--- src/pkg/conv_defs.svh ---
`ifndef CONV_DEFS_SVH
`define CONV_DEFS_SVH
// --------------------------------------------------
// Register addresses
// --------------------------------------------------
`define A_STATUS 32'hFFFF0500
`define A_MASK 32'hFFFF0504
`define A_MODE 32'hFFFF0508
`define A_PCTL 32'hFFFF050C
`define A_ACTL 32'hFFFF0510
`define A_FILT 32'hFFFF0514
`define A_CFG 32'hFFFF0518
`define A_EXC 32'hFFFF051C
`define A_PDAT 32'hFFFF0520
`define A_ADAT 32'hFFFF0524
`define A_THR 32'hFFFF0528
`define A_TCNT 32'hFFFF052C
`define A_TLIM 32'hFFFF0530
`define A_ACC 32'hFFFF0534
// --------------------------------------------------
// Field positions
// --------------------------------------------------
`define F_GAIN 3:0
`define F_DIAG 5:4
`define F_PREF 7:6
`define F_AREF 8:6
`define B_PHIREF 8
`define B_AHIREF 9
`define F_AMUX 3:0
`define B_EN 15
`define F_DECIM 6:0
`define B_CHOP 15
`define F_EXCITATION_CURRENT_LEVEL 3:0
`define B_STEER0 4
`define B_STEER1 5
`define B_EXC0 6
`define B_EXC1 7
`define F_PWR 4:3
`define B_LP 5
`define B_FASTCLK 7
`define F_CMP 4:3
`define F_ACCM 6:5
`define ST_PRDY 0
`define ST_ARDY 1
`define ST_CNT 3
`define ST_CMP 4
`define ST_PERR 12
`define ST_AERR 13
`define ST_CAL 15
// --------------------------------------------------
// Reset values and limits
// --------------------------------------------------
`define STATUS_RST 16'h0000
`define CTL_RST 16'h0000
`define GAIN_MAX 4'h9
`define EXCITATION_CURRENT_LEVEL_MAX 4'h5
`define SF_MIN 7'h03
`define AMUX_TEMP 4'hB
`define FS_POS 24'h7FFFFF
`define FS_NEG 24'h800000
`endif

--- src/pkg/conv_pkg.sv ---
package conv_pkg;
  typedef struct packed {
    logic [23:0] pri;
    logic [23:0] aux;
    logic pri_over;
    logic pri_under;
    logic aux_over;
    logic aux_under;
  } sample_t;
  typedef struct packed {
    logic [31:0] addr;
    logic wr;
    logic rd;
    logic [31:0] wdata;
  } mmr_req_t;
  typedef struct packed {
    logic [15:0] pctl;
    logic [15:0] actl;
    logic [15:0] filt;
    logic [7:0] exc;
    logic [7:0] mode;
    logic [7:0] cfg;
    logic [15:0] mask;
    logic [23:0] thr;
    logic [15:0] tlim;
  } regs_t;
  typedef struct packed {
    logic [1:0] pri_ref;
    logic [2:0] aux_ref;
    logic pri_hiref;
    logic aux_hiref;
    logic [1:0] pri_diag;
    logic [1:0] aux_diag;
    logic [3:0] gain;
    logic [3:0] aux_mux;
    logic temp_sel;
    logic [1:0] exc_en;
    logic [3:0] exc_level;
    logic [1:0] exc_steer;
    logic low_power;
    logic pga_off;
    logic fast_clk;
    logic chop_swap;
    logic pri_en;
    logic aux_en;
  } ana_ctl_t;
  typedef enum logic [1:0] {CMP_OFF, CMP_ONLY, CMP_CNT_ABOVE, CMP_CNT_BELOW} cmp_mode_t;
  typedef enum logic [1:0] {ACC_OFF, ACC_ADD, ACC_SUB, ACC_HOLD} acc_mode_t;
  typedef enum logic [1:0] {PWR_NORMAL, PWR_LOW, PWR_LOW_PLUS, PWR_RSVD} pwr_mode_t;
endpackage

--- src/rtl/dual_adc_digital_control.sv ---
`timescale 1ns/10ps
`include "conv_defs.svh"
// Contract
// - Both converters default to internal reference
// - Test current field: off, first, both
// - Seven-bit word sets sinc decimation factor
// - Chop swaps inputs, averages successive outputs
// - Four-bit field selects ten gains
// - Bits 6 and 7 enable sources
// - Four-bit level in 200 uA steps
// - Steering bits route both sources one pin
// - Low power caps rate at 2 kHz
// - Normal, low-power, low-power-plus without amplifier
// - Comparator flags magnitude above threshold
// - Counter flags when count reaches limit
// - 32-bit accumulator adds or subtracts results
// - Each status source has a mask bit
// - Data reads clear result-ready bits
// - No overwrite until ready cleared, except sleep
// - Status register read-only, resets to zero
// - Auxiliary mux offers temperature channel
// - Out-of-range clamps result, sets error bit
// - Calibration bit set on completion, cleared on mode write
module dual_adc_digital_control #(
  parameter int DEPTH = 2
) (
  input wire logic ref_clk_in,
  input wire logic rst_in,
  input wire conv_pkg::mmr_req_t mmr_in,
  output logic [31:0] rdata_out,
  input wire conv_pkg::sample_t sample_in,
  input wire logic sample_valid_in,
  output logic sample_ready_out,
  input wire logic cal_done_in,
  input wire logic core_sleep_in,
  output conv_pkg::ana_ctl_t ana_ctl_out,
  output logic irq_out
);
  localparam int PW = $clog2(DEPTH);

  initial begin
    if (DEPTH < 2 || (DEPTH & (DEPTH - 1)) != 0) begin
      $error("DEPTH must be a power of two, at least 2");
    end
  end

  // --------------------------------------------------
  // Helpers
  // --------------------------------------------------
  function automatic logic [1:0] diag_map(input logic [1:0] f);
    diag_map = {f == 2'h3, f == 2'h1 || f == 2'h3};
  endfunction

  function automatic logic [23:0] clamp(input logic [23:0] v, input logic ov, input logic un);
    clamp = ov ? `FS_POS : (un ? `FS_NEG : v);
  endfunction

  function automatic logic [23:0] avg(input logic [23:0] a, input logic [23:0] b);
    logic [24:0] s;
    s = {a[23], a} + {b[23], b};
    avg = s[24:1];
  endfunction

  function automatic logic [23:0] mag(input logic [23:0] v);
    mag = v[23] ? 24'(-v) : v;
  endfunction

  // --------------------------------------------------
  // State
  // --------------------------------------------------
  conv_pkg::regs_t regs_reg, regs_next;
  conv_pkg::ana_ctl_t ctl_reg, ctl_next;
  conv_pkg::sample_t fifo_mem [DEPTH];
  conv_pkg::sample_t s;
  logic [PW-1:0] wp_reg, wp_next, rp_reg, rp_next;
  logic [PW:0] cnt_reg, cnt_next;
  logic rdy_reg, rdy_next;
  logic [15:0] status_reg, status_next;
  logic [23:0] pdat_reg, pdat_next, adat_reg, adat_next;
  logic [23:0] pprev_reg, pprev_next, aprev_reg, aprev_next;
  logic [6:0] dcnt_reg, dcnt_next, decim;
  logic [15:0] tcnt_reg, tcnt_next;
  logic [31:0] acc_reg, acc_next, rdata_reg, rdata_next;
  logic chop_reg, chop_next, irq_reg, irq_next;
  logic push, pop, stall, emit, p_write, a_write, pen, aen, above;
  logic [23:0] pc, ac, pout, aout;
  logic [15:0] clr;

  assign pen = regs_reg.pctl[`B_EN];
  assign aen = regs_reg.actl[`B_EN];

  // --------------------------------------------------
  // Sample buffer
  // --------------------------------------------------
  always_comb begin
    push = sample_valid_in && rdy_reg;
    stall = !core_sleep_in && (pen || aen) && (!pen || status_reg[`ST_PRDY]) && (!aen || status_reg[`ST_ARDY]);
    pop = (cnt_reg != '0) && !stall;
    wp_next = push ? PW'(wp_reg + 1'b1) : wp_reg;
    rp_next = pop ? PW'(rp_reg + 1'b1) : rp_reg;
    cnt_next = PW'(0) + cnt_reg + (PW+1)'(push) - (PW+1)'(pop);
    rdy_next = cnt_next < (PW+1)'(DEPTH);
  end

  // --------------------------------------------------
  // Converter datapath and registers
  // --------------------------------------------------
  always_comb begin
    regs_next = regs_reg;
    status_next = status_reg;
    pdat_next = pdat_reg;
    adat_next = adat_reg;
    pprev_next = pprev_reg;
    aprev_next = aprev_reg;
    tcnt_next = tcnt_reg;
    acc_next = acc_reg;
    chop_next = chop_reg;
    rdata_next = rdata_reg;
    clr = 16'h0000;
    s = fifo_mem[rp_reg];
    decim = regs_reg.filt[`F_DECIM];
    if (regs_reg.mode[`B_LP] && decim < `SF_MIN) begin
      decim = `SF_MIN;
    end
    emit = pop && (dcnt_reg >= 7'(decim - 7'h01));
    dcnt_next = pop ? (emit ? 7'h00 : 7'(dcnt_reg + 7'h01)) : dcnt_reg;
    pc = clamp(s.pri, s.pri_over, s.pri_under);
    ac = clamp(s.aux, s.aux_over, s.aux_under);
    pout = regs_reg.filt[`B_CHOP] ? avg(pc, pprev_reg) : pc;
    aout = regs_reg.filt[`B_CHOP] ? avg(ac, aprev_reg) : ac;
    if (emit) begin
      pprev_next = pc;
      aprev_next = ac;
      chop_next = regs_reg.filt[`B_CHOP] ? !chop_reg : 1'b0;
    end
    above = mag(pout) > regs_reg.thr;
    if (mmr_in.wr) begin
      unique case (mmr_in.addr)
        `A_MASK: regs_next.mask = mmr_in.wdata[15:0];
        `A_MODE: begin
          regs_next.mode = mmr_in.wdata[7:0];
          clr[`ST_CAL] = 1'b1;
        end
        `A_PCTL: regs_next.pctl = mmr_in.wdata[15:0];
        `A_ACTL: regs_next.actl = mmr_in.wdata[15:0];
        `A_FILT: regs_next.filt = mmr_in.wdata[15:0];
        `A_CFG: begin
          regs_next.cfg = mmr_in.wdata[7:0];
          tcnt_next = 16'h0000;
          clr[`ST_CNT] = 1'b1;
        end
        `A_EXC: regs_next.exc = mmr_in.wdata[7:0];
        `A_THR: regs_next.thr = mmr_in.wdata[23:0];
        `A_TLIM: begin
          regs_next.tlim = mmr_in.wdata[15:0];
          tcnt_next = 16'h0000;
          clr[`ST_CNT] = 1'b1;
        end
        `A_ACC: acc_next = 32'h00000000;
        default: ;
      endcase
    end
    if (mmr_in.rd) begin
      unique case (mmr_in.addr)
        `A_STATUS: rdata_next = {16'h0000, status_reg};
        `A_MASK: rdata_next = {16'h0000, regs_reg.mask};
        `A_MODE: rdata_next = {24'h000000, regs_reg.mode};
        `A_PCTL: rdata_next = {16'h0000, regs_reg.pctl};
        `A_ACTL: rdata_next = {16'h0000, regs_reg.actl};
        `A_FILT: rdata_next = {16'h0000, regs_reg.filt};
        `A_CFG: rdata_next = {24'h000000, regs_reg.cfg};
        `A_EXC: rdata_next = {24'h000000, regs_reg.exc};
        `A_THR: rdata_next = {8'h00, regs_reg.thr};
        `A_TCNT: rdata_next = {16'h0000, tcnt_reg};
        `A_TLIM: rdata_next = {16'h0000, regs_reg.tlim};
        `A_ACC: rdata_next = acc_reg;
        `A_PDAT: begin
          rdata_next = {{8{pdat_reg[23]}}, pdat_reg};
          clr[`ST_PRDY] = 1'b1;
        end
        `A_ADAT: begin
          rdata_next = {{8{adat_reg[23]}}, adat_reg};
          clr[`ST_ARDY] = 1'b1;
          clr[`ST_PRDY] = !pen;
        end
        default: rdata_next = 32'h00000000;
      endcase
    end
    status_next = status_reg & ~clr;
    p_write = emit && pen && (!status_reg[`ST_PRDY] || core_sleep_in);
    a_write = emit && aen && (!status_reg[`ST_ARDY] || core_sleep_in);
    if (p_write) begin
      pdat_next = pout;
      status_next[`ST_PRDY] = 1'b1;
      status_next[`ST_PERR] = s.pri_over || s.pri_under;
    end
    if (a_write) begin
      adat_next = aout;
      status_next[`ST_ARDY] = 1'b1;
      status_next[`ST_AERR] = s.aux_over || s.aux_under;
    end
    if (emit && pen) begin
      if (conv_pkg::cmp_mode_t'(regs_reg.cfg[`F_CMP]) != conv_pkg::CMP_OFF) begin
        status_next[`ST_CMP] = above;
      end
      if ((conv_pkg::cmp_mode_t'(regs_reg.cfg[`F_CMP]) == conv_pkg::CMP_CNT_ABOVE && above) ||
          (conv_pkg::cmp_mode_t'(regs_reg.cfg[`F_CMP]) == conv_pkg::CMP_CNT_BELOW && !above)) begin
        tcnt_next = 16'(tcnt_reg + 16'h0001);
        if (tcnt_next == regs_reg.tlim) begin
          status_next[`ST_CNT] = 1'b1;
          tcnt_next = 16'h0000;
        end
      end
      unique case (conv_pkg::acc_mode_t'(regs_reg.cfg[`F_ACCM]))
        conv_pkg::ACC_ADD: acc_next = acc_reg + {{8{pout[23]}}, pout};
        conv_pkg::ACC_SUB: acc_next = acc_reg - {{8{pout[23]}}, pout};
        conv_pkg::ACC_OFF, conv_pkg::ACC_HOLD: ;
      endcase
    end
    if (cal_done_in) begin
      status_next[`ST_CAL] = 1'b1;
    end
    irq_next = |(status_reg & regs_reg.mask);
  end

  // --------------------------------------------------
  // Analog control outputs
  // --------------------------------------------------
  always_comb begin
    ctl_next.pri_ref = regs_reg.pctl[`F_PREF];
    ctl_next.aux_ref = regs_reg.actl[`F_AREF];
    ctl_next.pri_hiref = regs_reg.pctl[`B_PHIREF];
    ctl_next.aux_hiref = regs_reg.actl[`B_AHIREF];
    ctl_next.pri_diag = diag_map(regs_reg.pctl[`F_DIAG]);
    ctl_next.aux_diag = diag_map(regs_reg.actl[`F_DIAG]);
    ctl_next.gain = (regs_reg.pctl[`F_GAIN] > `GAIN_MAX) ? `GAIN_MAX : regs_reg.pctl[`F_GAIN];
    ctl_next.aux_mux = regs_reg.actl[`F_AMUX];
    ctl_next.temp_sel = regs_reg.actl[`F_AMUX] == `AMUX_TEMP;
    ctl_next.exc_en = {regs_reg.exc[`B_EXC1], regs_reg.exc[`B_EXC0]};
    ctl_next.exc_level = (regs_reg.exc[`F_EXCITATION_CURRENT_LEVEL] > `EXCITATION_CURRENT_LEVEL_MAX) ? `EXCITATION_CURRENT_LEVEL_MAX : regs_reg.exc[`F_EXCITATION_CURRENT_LEVEL];
    ctl_next.exc_steer = {regs_reg.exc[`B_STEER1], regs_reg.exc[`B_STEER0]};
    ctl_next.low_power = regs_reg.mode[`B_LP];
    ctl_next.pga_off = conv_pkg::pwr_mode_t'(regs_reg.mode[`F_PWR]) == conv_pkg::PWR_LOW_PLUS;
    ctl_next.fast_clk = regs_reg.mode[`B_FASTCLK];
    ctl_next.chop_swap = chop_reg;
    ctl_next.pri_en = pen;
    ctl_next.aux_en = aen;
  end

  // --------------------------------------------------
  // Registers
  // --------------------------------------------------
  always_ff @(posedge ref_clk_in) begin
    if (push) begin
      fifo_mem[wp_reg] <= sample_in;
    end
    if (rst_in) begin
      regs_reg <= '0;
      regs_reg.pctl <= `CTL_RST;
      regs_reg.actl <= `CTL_RST;
      ctl_reg <= '0;
      status_reg <= `STATUS_RST;
      wp_reg <= '0;
      rp_reg <= '0;
      cnt_reg <= '0;
      rdy_reg <= 1'b0;
      pdat_reg <= '0;
      adat_reg <= '0;
      pprev_reg <= '0;
      aprev_reg <= '0;
      dcnt_reg <= '0;
      tcnt_reg <= '0;
      acc_reg <= '0;
      rdata_reg <= '0;
      chop_reg <= 1'b0;
      irq_reg <= 1'b0;
    end else begin
      regs_reg <= regs_next;
      ctl_reg <= ctl_next;
      status_reg <= status_next;
      wp_reg <= wp_next;
      rp_reg <= rp_next;
      cnt_reg <= cnt_next;
      rdy_reg <= rdy_next;
      pdat_reg <= pdat_next;
      adat_reg <= adat_next;
      pprev_reg <= pprev_next;
      aprev_reg <= aprev_next;
      dcnt_reg <= dcnt_next;
      tcnt_reg <= tcnt_next;
      acc_reg <= acc_next;
      rdata_reg <= rdata_next;
      chop_reg <= chop_next;
      irq_reg <= irq_next;
    end
  end

  assign rdata_out = rdata_reg;
  assign sample_ready_out = rdy_reg;
  assign ana_ctl_out = ctl_reg;
  assign irq_out = irq_reg;
endmodule

--- config.mk ---
export PLATFORM = sky130hd
export DESIGN_NAME = dual_adc_digital_control
export DESIGN_NICKNAME = d
export VERILOG_FILES = /design/src/pkg/conv_pkg.sv /design/src/rtl/dual_adc_digital_control.sv
export VERILOG_INCLUDE_DIRS = /design/src /design/src/pkg
export SDC_FILE = /design/constraint.sdc
export NUM_CORES = 1
export LEC_CHECK = 0
export BUFFER_PORTS_ARGS = -buffer_cell sky130_fd_sc_hd__clkbuf_2
export CAP_MARGIN = 20
export CORE_MARGIN = 2
export CORE_UTILIZATION = 50
export CTS_BUF_LIST = sky130_fd_sc_hd__clkbuf_8
export DETAILED_ROUTE_END_ITERATION = 7
export GPL_TIMING_DRIVEN = 0
export PLACE_DENSITY = 0.76
export SYNTH_ARGS = -nofsm -noshare
export SYNTH_HDL_FRONTEND = slang
export SYNTH_SLANG_ARGS = --single-unit
--- constraint.sdc ---
create_clock -name ref_clk_in -period 10.29 [get_ports ref_clk_in]
set_input_delay 1.5435 -clock ref_clk_in [delete_from_list [all_inputs] [get_ports ref_clk_in]]
set_output_delay 1.5435 -clock ref_clk_in [all_outputs]
set_load 0.05 [all_outputs]
==> metrics.txt <==
final setup TNS 0 ns; Final Cell Area 27900 µm²; crit share post-route 93.3%; Max IR drop VDD 151 µV; CP delay by family, top compound AO/OA/AOI/OAI gates; GRT Util Overall 34.6%; Slew Viols, Final 0; slowest CP cell buf_1; first-pass GRT wire length 132000 µm; global route overflow 0; slack of the critical path 0.685 ns; Mapped Nets 3107; Vias/cell 6.03; Worst R2R Path Depth 30; commonest cells in the netlist nand2_1, dfxtp_1, a21oi_1; dpl cell area 26300 µm²; layout cells sized above 1 11.5%; LEAKAGE 10.3 nW; Distinct cells, synth 99; # diodes 0; Hold Fails Final Rpt 0; setup violation total in the final timing report 0; WP buf/inv 8; Area Overhead vs Synth 13.6%; Worst Path Required 10.84 ns; post-synthesis register bit count 464; GPL Wtd Cong 1.01; Port Buffers 172; worst hold path endpoint regs_reg[90]$_SDFFE_PP0P_; post-route clock skew 0.0208 ns; pin count of the biggest net entering global routing 29; Slew headroom 10.1%; Worst Tran Pin Value 1.35 ns; failing checks design-rule violations; WHS Path Cells 2; Startpoint Class flop; row cnt 81; outcome complete, but fails checks; Async SR Flop Fraction 0%; Power Density 180 nW/µm²; Syn Inst Count 2865; Core Region 48700 µm²; Syn Area/Cell 8.57 µm²; die footprint 50900 µm²; top_reg_cell synth dfxtp_1; worst hold start regs_reg[90]$_SDFFE_PP0P_; minimum clock period 9.60 ns; final std cells w/o fill 3845; CP Depth 30; placed insts 3704; routed wire length 89500 µm; Max Cap Viol 0; Post CTS Setup Buffer Count 0; Setup Crit Path Kind reg -> reg; drt wl/cell 23.3 µm; # H-tree levels 3; chip height 226 µm; nets 3363; crit path max fanout 10; Yosys top cell by area dfxtp_1; DP HPWL 68900 µm; number of global-route vias before repair 21795; max reg flops 109; top-count cell post-synth nand2_1; Worst-Skew Late Latency 0.70 ns; clock sinks 464; Post-synth EDFFs 104; clock-pin slew of the registers on the worst-case setup and hold paths 0.07 ns; number of CTS-inserted buffers 79; number of I/O pins 191; initial core utilization 50.4%; CTS Buffer Depth 3; vias after detailed routing 23178; worst hold path class reg -> reg; DRT Pass-1 Iters 8; CTS tree built; Crit. End Element flop; r2r setup slk 0.69 ns; RSZ-0062 raised after global routing no; Post-DRT Antenna Nets 0; Achievable Freq 104 MHz; Iteration-0 DRC Markers 2508; DR DRC count 2; sequential share of the synthesized area 42.0%; crit path DAT 10.16 ns; share of the synthesized area in the top cell type 29.3%; root buf cell clkbuf_8; reg-to-reg endpoint tcnt_reg[5]$_SDFF_PP0_; worst slack, placed 0.854 ns; number of synthesis warnings 0; top post-synthesis cells by area dfxtp_1, edfxtp_1, a21oi_1; Mapped Area 24600 µm²; Die W 226 µm; initial antenna violation count 0; Worst path max stage delay 0.65 ns
==> cell families after synthesis <==
logic type | synth area share (%)
adder cells (fa/ha/maj) | 6.15
buffers and inverters | 3.85
other | 0.0153
AO/OA/AOI/OAI | 21.1
multiplexers | 2.62
AND/OR/NAND/NOR | 19.3
XOR/XNOR | 4.92
flip-flops | 42.0
==> cell usage in the layout (no fill, tap or decap), types with 10 or more instances in the layout <==
cell,n
a211oi_1,47
a21o_1,44
a21oi_1,320
a221oi_1,32
a22o_1,30
a22oi_1,75
a31oi_1,20
a41o_1,14
and2_1,18
and3_1,19
buf_1,14
clkbuf_1,145
clkbuf_2,176
clkbuf_8,98
clkinv_2,12
dfxtp_1,360
edfxtp_1,104
ha_1,116
inv_1,82
mux2_2,10
mux2i_1,49
nand2_1,401
nand2b_1,28
nand3_1,63
nand4_1,15
nor2_1,314
nor2b_1,39
nor3_1,68
nor3b_1,13
o211ai_1,17
o21a_1,14
o21ai_0,88
or3_1,17
xnor2_1,84
xor2_1,54
==> stage by stage <==
| step | utilization [%] | hold WS, ns | power, mW |
|---|---|---|---|
| 2_1_floorplan | - | 0.421 | 2.97 |
| 3_3_place_gp | 53.9 | 0.438 | 3.32 |
| 3_5_place_dp | 54.0 | 0.444 | 3.35 |
| 4_1_cts | 57.3 | 0.453 | 5.03 |
| 5_1_grt | 57.3 | 0.476 | 5.26 |
| 6_report | 57.3 | 0.453 | 5.04 |
==> what timing repair did <==
| item | CTS | global route |
|---|---|---|
| hold buffers | 0 | 0 |
| gates resized for setup | 0 | 1 |
| endpoints found under the setup margin | 0 | 1 |
==> routing by layer <==
metal | wire, µm | global-route usage, %
met1 | 36800 | 44.2
met2 | 39800 | 54.9
met3 | 7770 | 7.39
met4 | 5100 | 18.2
met5 | 0 | 0
==> cell type report <==
type | count | area [µm²]
Buffer | 176 | 696
Clock buffer | 98 | 1350
Clock inverter | 43 | 240
Fill cell | 4458 | 20800
Inverter | 67 | 251
Multi-Input combinational cell | 2158 | 13300
Sequential cell | 464 | 10300
Tap cell | 664 | 831
Timing Repair Buffer | 175 | 912
==> power by group <==
part           switching (mW)  internal, mW  total (mW)  leakage (nW)
Clock                   0.799         0.888        1.69         0.890
Combinational           0.900         0.508        1.41          5.55
Sequential             0.0194          1.92        1.94          3.85
Total                    1.72          3.32        5.04          10.3
==> how the worst max path moves through the flow <==
| stage | start | to | slack [ns] |
|---|---|---|---|
| 6_report | flop | tcnt_reg[5]$_SDFF_PP0_ | 0.69 |
| 5_1_grt | flop | tcnt_reg[5]$_SDFF_PP0_ | 0.06 |
| 4_1_cts | flop | tcnt_reg[5]$_SDFF_PP0_ | 0.84 |
| 3_5_place_dp | flop | tcnt_reg[4]$_SDFF_PP0_ | 0.85 |
| 3_3_place_gp | flop | tcnt_reg[4]$_SDFF_PP0_ | 0.98 |
| 2_1_floorplan | flop | acc_reg[31]$_SDFF_PP0_ | 3.19 |
==> tightest hold or removal path: stages (launching register included) <==
cell and delay [ns]:
dfxtp_1 0.31, nand2_1 0.05, a21oi_1 0.05
Note: power is estimated with default switching activity, not from simulation.
